$ cat config.mk
export PLATFORM = sky130hd
export DESIGN_NAME = serial_control_port
export DESIGN_NICKNAME = d
export VERILOG_FILES = /design/src/design/serial_control_port.v /design/src/design/reg_bank_mem.v
export VERILOG_INCLUDE_DIRS = /design/src /design/src/shared
export SDC_FILE = /design/constraint.sdc
export NUM_CORES = 2
export LEC_CHECK = 0
export ABC_AREA = 1
export BUFFER_PORTS_ARGS = -buffer_cell sky130_fd_sc_hd__clkbuf_2
export CAP_MARGIN = 25
export CELL_PAD_IN_SITES_DETAIL_PLACEMENT = 1
export CELL_PAD_IN_SITES_GLOBAL_PLACEMENT = 2
export CORE_UTILIZATION = 39
export DETAILED_ROUTE_END_ITERATION = 16
export PLACE_DENSITY = 0.83
export SKIP_LAST_GASP = 1
export SLEW_MARGIN = 20
export SYNTH_ARGS = -nofsm -noshare
export SYNTH_HDL_FRONTEND = slang
export SYNTH_HIERARCHICAL = 1
export SYNTH_SLANG_ARGS = --single-unit
$ cat constraint.sdc
create_clock -name clk_in -period 36.1 [get_ports clk_in]
set_clock_uncertainty 0.2 [all_clocks]
set_input_delay 1.805 -clock clk_in [delete_from_list [all_inputs] [get_ports clk_in]]
set_output_delay 1.805 -clock clk_in [all_outputs]
set_load 0.01 [all_outputs]
$ cat src/shared/serial_port_regs.vh
// constants for the serial control port with staged update
`ifndef SERIAL_PORT_REGS_VH
`define SERIAL_PORT_REGS_VH
`define ADDR_W 5
`define DATA_W 32
`define REG_COUNT 32
`define CMD_READ_BIT 7
`define CFG_ADDR 5'h00
`define CFG_RESET 32'h00000000
`define CFG_UNIDIR_BIT 1
`define CFG_UPDATE_OUT_BIT 23
`define SYNC_DIV 4
`define PROFILE_COUNT 8
`endif

$ cat src/design/serial_control_port.v
// serial control port: shift engine, staging buffer and update transfer
// Operation
// - write bits are taken on serial clock rising edges and read bits change on falling edges.
// - with chip select high all serial pin activity is ignored.
// - the separate readback pin drives data only in unidirectional mode.
// - an active-high port reset abandons a failed transfer and restarts the port.
// - a high update strobe copies every staging word into the active registers.
// - a config bit makes the update strobe pin an output that signals the transfer itself.
// - three profile-select bits choose one of eight profiles for the synthesizer core.
// - any change of a profile-select bit triggers the same transfer as an update strobe.
// - a sync clock runs at one quarter of the system clock.
// - full reset clears all storage and restores defaults.
`include "serial_port_regs.vh"
`default_nettype none
module serial_control_port #(
   parameter AW = `ADDR_W,
   parameter DW = `DATA_W,
   parameter DEPTH = `REG_COUNT
) (
   input wire clk_in,
   input wire rst_in,
   input wire sclk_in,
   input wire cs_n_in,
   input wire sdio_in,
   output reg sdio_out,
   output reg sdio_oe_n_out,
   output reg serial_readback_out,
   input wire port_reset_in,
   input wire update_in,
   output reg update_out,
   output reg update_oe_n_out,
   input wire profile_select_bit0,
   input wire profile_select_bit1,
   input wire profile_select_bit2,
   output reg sync_clk_out,
   output reg [2:0] profile_out,
   input wire [AW-1:0] active_addr_in,
   output wire [DW-1:0] active_data_out,
   output reg [DW-1:0] config_out
);
   localparam ST_CMD = 2'd0;
   localparam ST_WDATA = 2'd1;
   localparam ST_RDATA = 2'd2;
   localparam ST_DONE = 2'd3;
   localparam ST_IDLE = 2'd0;
   localparam ST_COPY = 2'd1;

   // two-flop synchronisers for every pin input
   reg [1:0] sclk_s_r, cs_s_r, sdio_s_r, prst_s_r, upd_s_r;
   reg [2:0] prof_a_r, prof_b_r;
   reg sclk_d_r;
   always @(posedge clk_in or posedge rst_in) begin
      if (rst_in) begin
         sclk_s_r <= 2'h0;
         cs_s_r <= 2'h3;
         sdio_s_r <= 2'h0;
         prst_s_r <= 2'h0;
         upd_s_r <= 2'h0;
         prof_a_r <= 3'h0;
         prof_b_r <= 3'h0;
         sclk_d_r <= 1'b0;
      end else begin
         sclk_s_r <= {sclk_s_r[0], sclk_in};
         cs_s_r <= {cs_s_r[0], cs_n_in};
         sdio_s_r <= {sdio_s_r[0], sdio_in};
         prst_s_r <= {prst_s_r[0], port_reset_in};
         upd_s_r <= {upd_s_r[0], update_in};
         prof_a_r <= {profile_select_bit2, profile_select_bit1, profile_select_bit0};
         prof_b_r <= prof_a_r;
         sclk_d_r <= sclk_s_r[1];
      end
   end

   wire cs_act = ~cs_s_r[1];
   wire sclk_rise = cs_act & sclk_s_r[1] & ~sclk_d_r;
   wire sclk_fall = cs_act & ~sclk_s_r[1] & sclk_d_r;
   wire unidir = config_out[`CFG_UNIDIR_BIT];

   // serial engine: 8-bit instruction then DW data bits, msb first
   reg [1:0] st_r;
   reg [5:0] cnt_r;
   reg [7:0] cmd_r;
   reg [DW-1:0] shift_r;
   reg [DW-1:0] rd_shift_r;
   reg stage_we_r;
   reg [AW-1:0] stage_waddr_r;
   reg [DW-1:0] stage_wdata_r;
   reg load_rd_r;
   reg load_rd2_r;
   wire [DW-1:0] stage_rd_data;
   wire [AW-1:0] cmd_addr = cmd_r[AW-1:0];

   always @(posedge clk_in or posedge rst_in) begin
      if (rst_in) begin
         st_r <= ST_CMD;
         cnt_r <= 6'h00;
         cmd_r <= 8'h00;
         shift_r <= {DW{1'b0}};
         rd_shift_r <= {DW{1'b0}};
         stage_we_r <= 1'b0;
         stage_waddr_r <= {AW{1'b0}};
         stage_wdata_r <= {DW{1'b0}};
         load_rd_r <= 1'b0;
         load_rd2_r <= 1'b0;
         config_out <= `CFG_RESET;
      end else begin
         stage_we_r <= 1'b0;
         load_rd_r <= 1'b0;
         // staging read data lags its address by one clock
         load_rd2_r <= load_rd_r;
         if (prst_s_r[1] | ~cs_act) begin
            // port reset or deselect drops any partial transfer
            st_r <= ST_CMD;
            cnt_r <= 6'h00;
         end else if (load_rd2_r) begin
            rd_shift_r <= stage_rd_data;
         end else begin
            case (st_r)
               ST_CMD: begin
                  if (sclk_rise) begin
                     cmd_r <= {cmd_r[6:0], sdio_s_r[1]};
                     if (cnt_r == 6'd7) begin
                        cnt_r <= 6'h00;
                        st_r <= cmd_r[6] ? ST_RDATA : ST_WDATA;
                        load_rd_r <= cmd_r[6];
                     end else begin
                        cnt_r <= cnt_r + 6'd1;
                     end
                  end
               end
               ST_WDATA: begin
                  if (sclk_rise) begin
                     shift_r <= {shift_r[DW-2:0], sdio_s_r[1]};
                     if (cnt_r == DW - 1) begin
                        st_r <= ST_DONE;
                        stage_we_r <= 1'b1;
                        stage_waddr_r <= cmd_addr;
                        stage_wdata_r <= {shift_r[DW-2:0], sdio_s_r[1]};
                        if (cmd_addr == `CFG_ADDR) begin
                           config_out <= {shift_r[DW-2:0], sdio_s_r[1]};
                        end
                     end else begin
                        cnt_r <= cnt_r + 6'd1;
                     end
                  end
               end
               ST_RDATA: begin
                  if (sclk_fall) begin
                     // first fall only presents the msb; drive holds through the last rise
                     if (cnt_r != 6'h00) begin
                        rd_shift_r <= {rd_shift_r[DW-2:0], 1'b0};
                     end
                     if (cnt_r == DW) begin
                        st_r <= ST_DONE;
                     end else begin
                        cnt_r <= cnt_r + 6'd1;
                     end
                  end
               end
               default: begin
                  st_r <= ST_DONE;
               end
            endcase
         end
      end
   end

   // readback drive: the two-way pin only in bidirectional mode
   always @(posedge clk_in or posedge rst_in) begin
      if (rst_in) begin
         sdio_out <= 1'b0;
         sdio_oe_n_out <= 1'b1;
         serial_readback_out <= 1'b0;
      end else begin
         sdio_out <= rd_shift_r[DW-1];
         sdio_oe_n_out <= ~(cs_act & (st_r == ST_RDATA) & ~unidir);
         serial_readback_out <= unidir & cs_act & (st_r == ST_RDATA) & rd_shift_r[DW-1];
      end
   end

   // quarter-rate sync clock; strobes sampled one clock before its rising edge
   reg [1:0] div_r;
   reg [2:0] prof_last_r;
   reg [1:0] ust_r;
   reg [5:0] copy_idx_r;
   reg upd_pend_r;
   wire sync_rise = (div_r == 2'd1);
   wire upd_is_out = config_out[`CFG_UPDATE_OUT_BIT];
   wire prof_chg = sync_rise & (prof_b_r != prof_last_r);
   wire upd_hit = sync_rise & ~upd_is_out & upd_s_r[1];
   always @(posedge clk_in or posedge rst_in) begin
      if (rst_in) begin
         div_r <= 2'd0;
         sync_clk_out <= 1'b0;
         prof_last_r <= 3'h0;
         profile_out <= 3'h0;
         ust_r <= ST_IDLE;
         copy_idx_r <= 6'h00;
         upd_pend_r <= 1'b0;
         update_out <= 1'b0;
         update_oe_n_out <= 1'b1;
      end else begin
         div_r <= div_r + 2'd1;
         // high on phases 2 and 3 so the first rise after reset keeps the 4-clock spacing
         sync_clk_out <= (div_r == 2'd2) | (div_r == 2'd3);
         update_oe_n_out <= ~upd_is_out;
         if (sync_rise) begin
            prof_last_r <= prof_b_r;
            profile_out <= prof_b_r;
         end
         // a request arriving mid-copy is held so it is not lost
         if ((upd_hit | prof_chg) & (ust_r == ST_COPY)) begin
            upd_pend_r <= 1'b1;
         end else if (ust_r == ST_IDLE) begin
            upd_pend_r <= 1'b0;
         end
         case (ust_r)
            ST_IDLE: begin
               update_out <= 1'b0;
               if (upd_hit | prof_chg | upd_pend_r) begin
                  ust_r <= ST_COPY;
                  copy_idx_r <= 6'h00;
               end
            end
            ST_COPY: begin
               update_out <= upd_is_out;
               if (copy_idx_r == DEPTH) begin
                  ust_r <= ST_IDLE;
               end else begin
                  copy_idx_r <= copy_idx_r + 6'd1;
               end
            end
            default: begin
               ust_r <= ST_IDLE;
            end
         endcase
      end
   end

   // staging read port serves readback, or copy source during transfer
   wire copying = (ust_r == ST_COPY);
   wire [AW-1:0] stage_raddr = copying ? copy_idx_r[AW-1:0] : cmd_addr;
   reg copy_we_r;
   reg [AW-1:0] copy_waddr_r;
   always @(posedge clk_in or posedge rst_in) begin
      if (rst_in) begin
         copy_we_r <= 1'b0;
         copy_waddr_r <= {AW{1'b0}};
      end else begin
         copy_we_r <= copying & (copy_idx_r != DEPTH);
         copy_waddr_r <= copy_idx_r[AW-1:0];
      end
   end

   reg_bank_mem #(.DEPTH(DEPTH), .AW(AW), .DW(DW)) u_stage (
      .clk_in(clk_in),
      .rst_in(rst_in),
      .wr_en_in(stage_we_r),
      .wr_addr_in(stage_waddr_r),
      .wr_data_in(stage_wdata_r),
      .rd_addr_in(stage_raddr),
      .rd_data_out(stage_rd_data)
   );

   reg_bank_mem #(.DEPTH(DEPTH), .AW(AW), .DW(DW)) u_active (
      .clk_in(clk_in),
      .rst_in(rst_in),
      .wr_en_in(copy_we_r),
      .wr_addr_in(copy_waddr_r),
      .wr_data_in(stage_rd_data),
      .rd_addr_in(active_addr_in),
      .rd_data_out(active_data_out)
   );
endmodule // serial_control_port
`default_nettype wire

$ cat src/design/reg_bank_mem.v
// register bank memory with registered read data, used for staging and active copies
`default_nettype none
module reg_bank_mem #(
   parameter DEPTH = 32,
   parameter AW = 5,
   parameter DW = 32
) (
   input wire clk_in,
   input wire rst_in,
   input wire wr_en_in,
   input wire [AW-1:0] wr_addr_in,
   input wire [DW-1:0] wr_data_in,
   input wire [AW-1:0] rd_addr_in,
   output reg [DW-1:0] rd_data_out
);
   reg [DW-1:0] mem_r [0:DEPTH-1];
   integer i;
   // write port plus registered read; reset clears every word
   always @(posedge clk_in or posedge rst_in) begin
      if (rst_in) begin
         for (i = 0; i < DEPTH; i = i + 1) begin
            mem_r[i] <= {DW{1'b0}};
         end
         rd_data_out <= {DW{1'b0}};
      end else begin
         if (wr_en_in) begin
            mem_r[wr_addr_in] <= wr_data_in;
         end
         rd_data_out <= mem_r[rd_addr_in];
      end
   end
endmodule // reg_bank_mem
`default_nettype wire

==> impl_results.md <==
- Run status: finished clean
- P_sw: around 3000 uW
- Slew @ Worst Pin: about 1100 ps
- Estimated wirelength of the detail-placed design: 187 mm
- Grt ovf: 0
- Area of the mapped netlist: slightly above 100000 sq um
- Critical path launch point: ust_r[0]$_DFFE_PP0P_
- Number of buffers between clock root and the deepest sink: 4
- Share of the core filled with cells in the final layout: between 40% and 50%
- Wire length of the first global-routing pass: around 560 mm
- Clock transition time at the flip-flop clock pins of the worst setup and hold paths: roughly 60 ps
- Number of vias per cell: about 5.5
- Number of design rule violations left after detail routing: 0
- Prevailing post-synth register cell: dfrtp_1
- Worst ir drop on vdd: just under 0.00006 V
- MaxCap Viol Count: 0
- Placement row count: ~190
- Switching share of power: between 30% and 40%
- Data arrival at the endpoint of the critical path: between 6000 and 7000 ps
- List of cells traversed by the critical path: nand2_1, o21ai_4, buf_4, inv_8, buf_4, buf_12, buf_4, nand2_1, nand3_1, nand3_1, nand2_1, nand2_1, nand2_1, nand2_1, nand2_1
- Via total after detailed routing: between 80000 and 90000
- Number of DRC markers in iteration 0: a little over 6000
- Routed WL: about 360 mm
- # hold bufs at CTS: 0
- Library cells used by synthesis: 33
- # fillers: approximately 31000
- Largest incremental delay on the critical path: 840 ps
- Critical path peak fanout: ~110
- Number of top-level pins: a little under 90
- CTS tree: built
- Master cell of the clock root buffer: clkbuf_16
- Cell types occupying the most area after synthesis: dfrtp_1, nand2_1, o21ai_0
- Sum of buffers and inverters on the critical path: 5
- Relative slew margins: ~25%
- Initial standard-cell utilization of the core: roughly 39%
- Type of the most critical hold path: reg -> reg
- Overall fraction of global-route tracks in use: around 27%
- Placeable Area: approximately 260000 sq um
- Post-synthesis net count: 12700
- Final cell count without fillers: 15800
- Critical path data required time: between 30000 and 40000 ps
- Final Cycle Share: 15.1%
- Start point of the worst min-delay path: prof_a_r[2]$_DFF_PP0_
- Clock latency at the later pin of the worst-skew pair: between 900 and 1000 ps
- Endpoints failing setup: 0
- Largest net degree at the start of global routing: approximately 200
- Share of the yosys chip area belonging to registers: 56.4%
- Highest clock frequency the design can meet: between 150 and 200 MHz
- Post-CTS Setup Bufs: 0
- Count of cells along the worst hold path: 0
- Resized cells post-CTS: 0
- Total die area: approximately 260000 sq um
- Per-instance average area after synthesis: approximately 8 sq um
- Share of async-settable or async-resettable flops after synthesis: 100%
- Proportion of power drawn by flip-flops and latches: approximately 41%
- R2R depth: 15
- Flops & latches, synth: around 2300
- Mapped Cells: between 10000 and 15000
- Synthesis-to-layout area growth: 11.8%
- Die height: 514 um
- Count of placed standard cells including taps: approximately 15000
- Number of buffers added on ports: 87
- Setup TNS after final layout: 0 ps
- Most used cells in the layout excluding fill and tap cells: nand2_1, dfrtp_1, o21ai_0
- Cell type with the highest occurrence count on the critical path: nand2_1
- Most common library cell in the layout ignoring fill and taps: nand2_1
- Total power of the final layout: ~8400 uW
- Final period demand of the worst path: 5440 ps
- Pint: ~5400 uW
- Worst setup SP type: flip-flop
- Die Wd: 514 um
- Number of detailed-route iterations in the first pass: 5
- Cell class contributing the biggest share of worst-path delay: buffers and inverters
- Inserted Clock Buffers: around 280
- RSZ-0062 raised after global routing: no
- Gp weighted congestion: between 0.7 and 0.8
- Power density over cell area: between 70 and 80 nW/um^2
- Cell at the slowest stage of the critical path: buf_4
- Number of flops mapped to enable cells by yosys: 0
- Max Transition Viols Final: 0
- Crit Reg-Reg Startpoint: ust_r[0]$_DFFE_PP0P_
- Antenna violations before repair: 5
- Fraction of synthesized cell area taken by the top area cell type: between 50% and 60%
- Hold Vio Cnt, Final: 0
- Standby leakage power: between 0.05 and 0.06 uW
- Yosys warning count: 6
- Wirelength per Cell: between 20 and 25 um
- Combinational group share of total power: between 20% and 30%
- Fraction of final layout cells with drive strength greater than 1: roughly 7.0%
- Post-route ant nets: 0
- Critical path capture point type: flip-flop
- Via count of the first global-routing pass: 90800
- Cell taking the most area after synthesis: dfrtp_1
- Nets: 12200
- Path type of the worst setup path: reg -> reg
- Logic depth of the worst path, buffers included: 15
- Clock power frac: about a third
- CTS sink cnt: around 2300
- Number of H-tree levels: 5
==> registers in the layout (all words and copies together), names as in the netlist, 5 cells and up <==
| name | cells |
|---|---|
| u_active/mem_r | 1024 |
| u_stage/mem_r | 1024 |
| config_out | 32 |
| rd_shift_r | 32 |
| stage_wdata_r | 32 |
| u_active/rd_data_out | 32 |
| u_stage/rd_data_out | 32 |
| shift_r | 31 |
| cmd_r | 7 |
| cnt_r | 6 |
| copy_idx_r | 6 |
| copy_waddr_r | 5 |
| stage_waddr_r | 5 |
==> logic make-up (layout without fill, tap and decap cells) <==
logic type	Yosys count	after routing	synth area share [%]
AOI/OAI and AO/OA	2235	2235	11.1
adders and majority gates	10	10	0.122
xor gates and xnor gates	2	2	0.0172
other	0	6	0
DFF	2304	2304	56.4
buffers and inverters	1248	940	4.76
and+or+nand+nor	6856	6856	27.6
==> metrics by stage <==
step	area, sq um	setup WS [ps]	hold slack, ps
after floorplan	102000	4370	131
after global routing	114000	30130	148
final	114000	30660	147
after detailed placement	105000	28960	136
after global placement	104000	29080	134
after CTS	113000	29930	149
==> cells in the mapped netlist, types with 2 or more instances <==
| library cell | count |
|---|---|
| nand3b_1 | 4 |
| nand2_1 | 4852 |
| inv_2 | 23 |
| xor2_1 | 2 |
| inv_1 | 177 |
| clkbuf_1 | 844 |
| o21ai_2 | 36 |
| dfrtp_1 | 2300 |
| nor2_2 | 2 |
| dfstp_2 | 4 |
| nor2_4 | 10 |
| nand3_1 | 1562 |
| or2_2 | 3 |
| o21ai_1 | 87 |
| a21oi_1 | 325 |
| nor3_2 | 17 |
| nor3_1 | 7 |
| nor3_4 | 7 |
| buf_2 | 94 |
| nand2_2 | 50 |
| nor2_1 | 338 |
| buf_6 | 7 |
| buf_1 | 102 |
| ha_1 | 10 |
| o21ai_0 | 1784 |
==> path summary, 6_finish.rpt <==
kind,slack (ps),to
max,30660,u_stage/rd_data_out[17]$_DFF_PP0_
min,150,prof_b_r[2]$_DFF_PP0_
max reg2reg,30660,u_stage/rd_data_out[17]$_DFF_PP0_
min reg2reg,150,prof_b_r[2]$_DFF_PP0_
max in group asynchronous,30690,u_active/mem_r[680]$_DFFE_PP0P_
min in group asynchronous,810,u_active/mem_r[374]$_DFFE_PP0P_
==> power groups by stage <==
stage,Combinational (uW),Sequential (uW),Clock [uW]
after floorplan,1520,3350,0
after global placement,2180,3430,0
after detailed placement,2250,3450,0
after CTS,2260,3410,2760
after global routing,2550,3470,2860
final,2280,3410,2700
==> per-layer routing <==
layer	routed length, um	vias up	share of wire, %	GRT usage, %
li1	-	40000	-	-
met1	157000	44300	44	35.7
met2	172000	1807	48	46.2
met3	14100	580	3.9	2.79
met4	13200	2	3.7	9.63
met5	13	-	0.0036	0
==> final cells by class <==
type,instances,area (sq um),share of cell area [%]
antenna,6,15.0,0.0131
sequential,2304,57700,50.5
multi-input combinational,9103,39900,34.9
clock inverter,33,325,0.285
inverter,201,822,0.720
timing repair buffer,276,2790,2.44
tap,3496,4370,3.83
clock buffer,430,8340,7.30
Note: power is estimated with default switching activity, not from simulation.
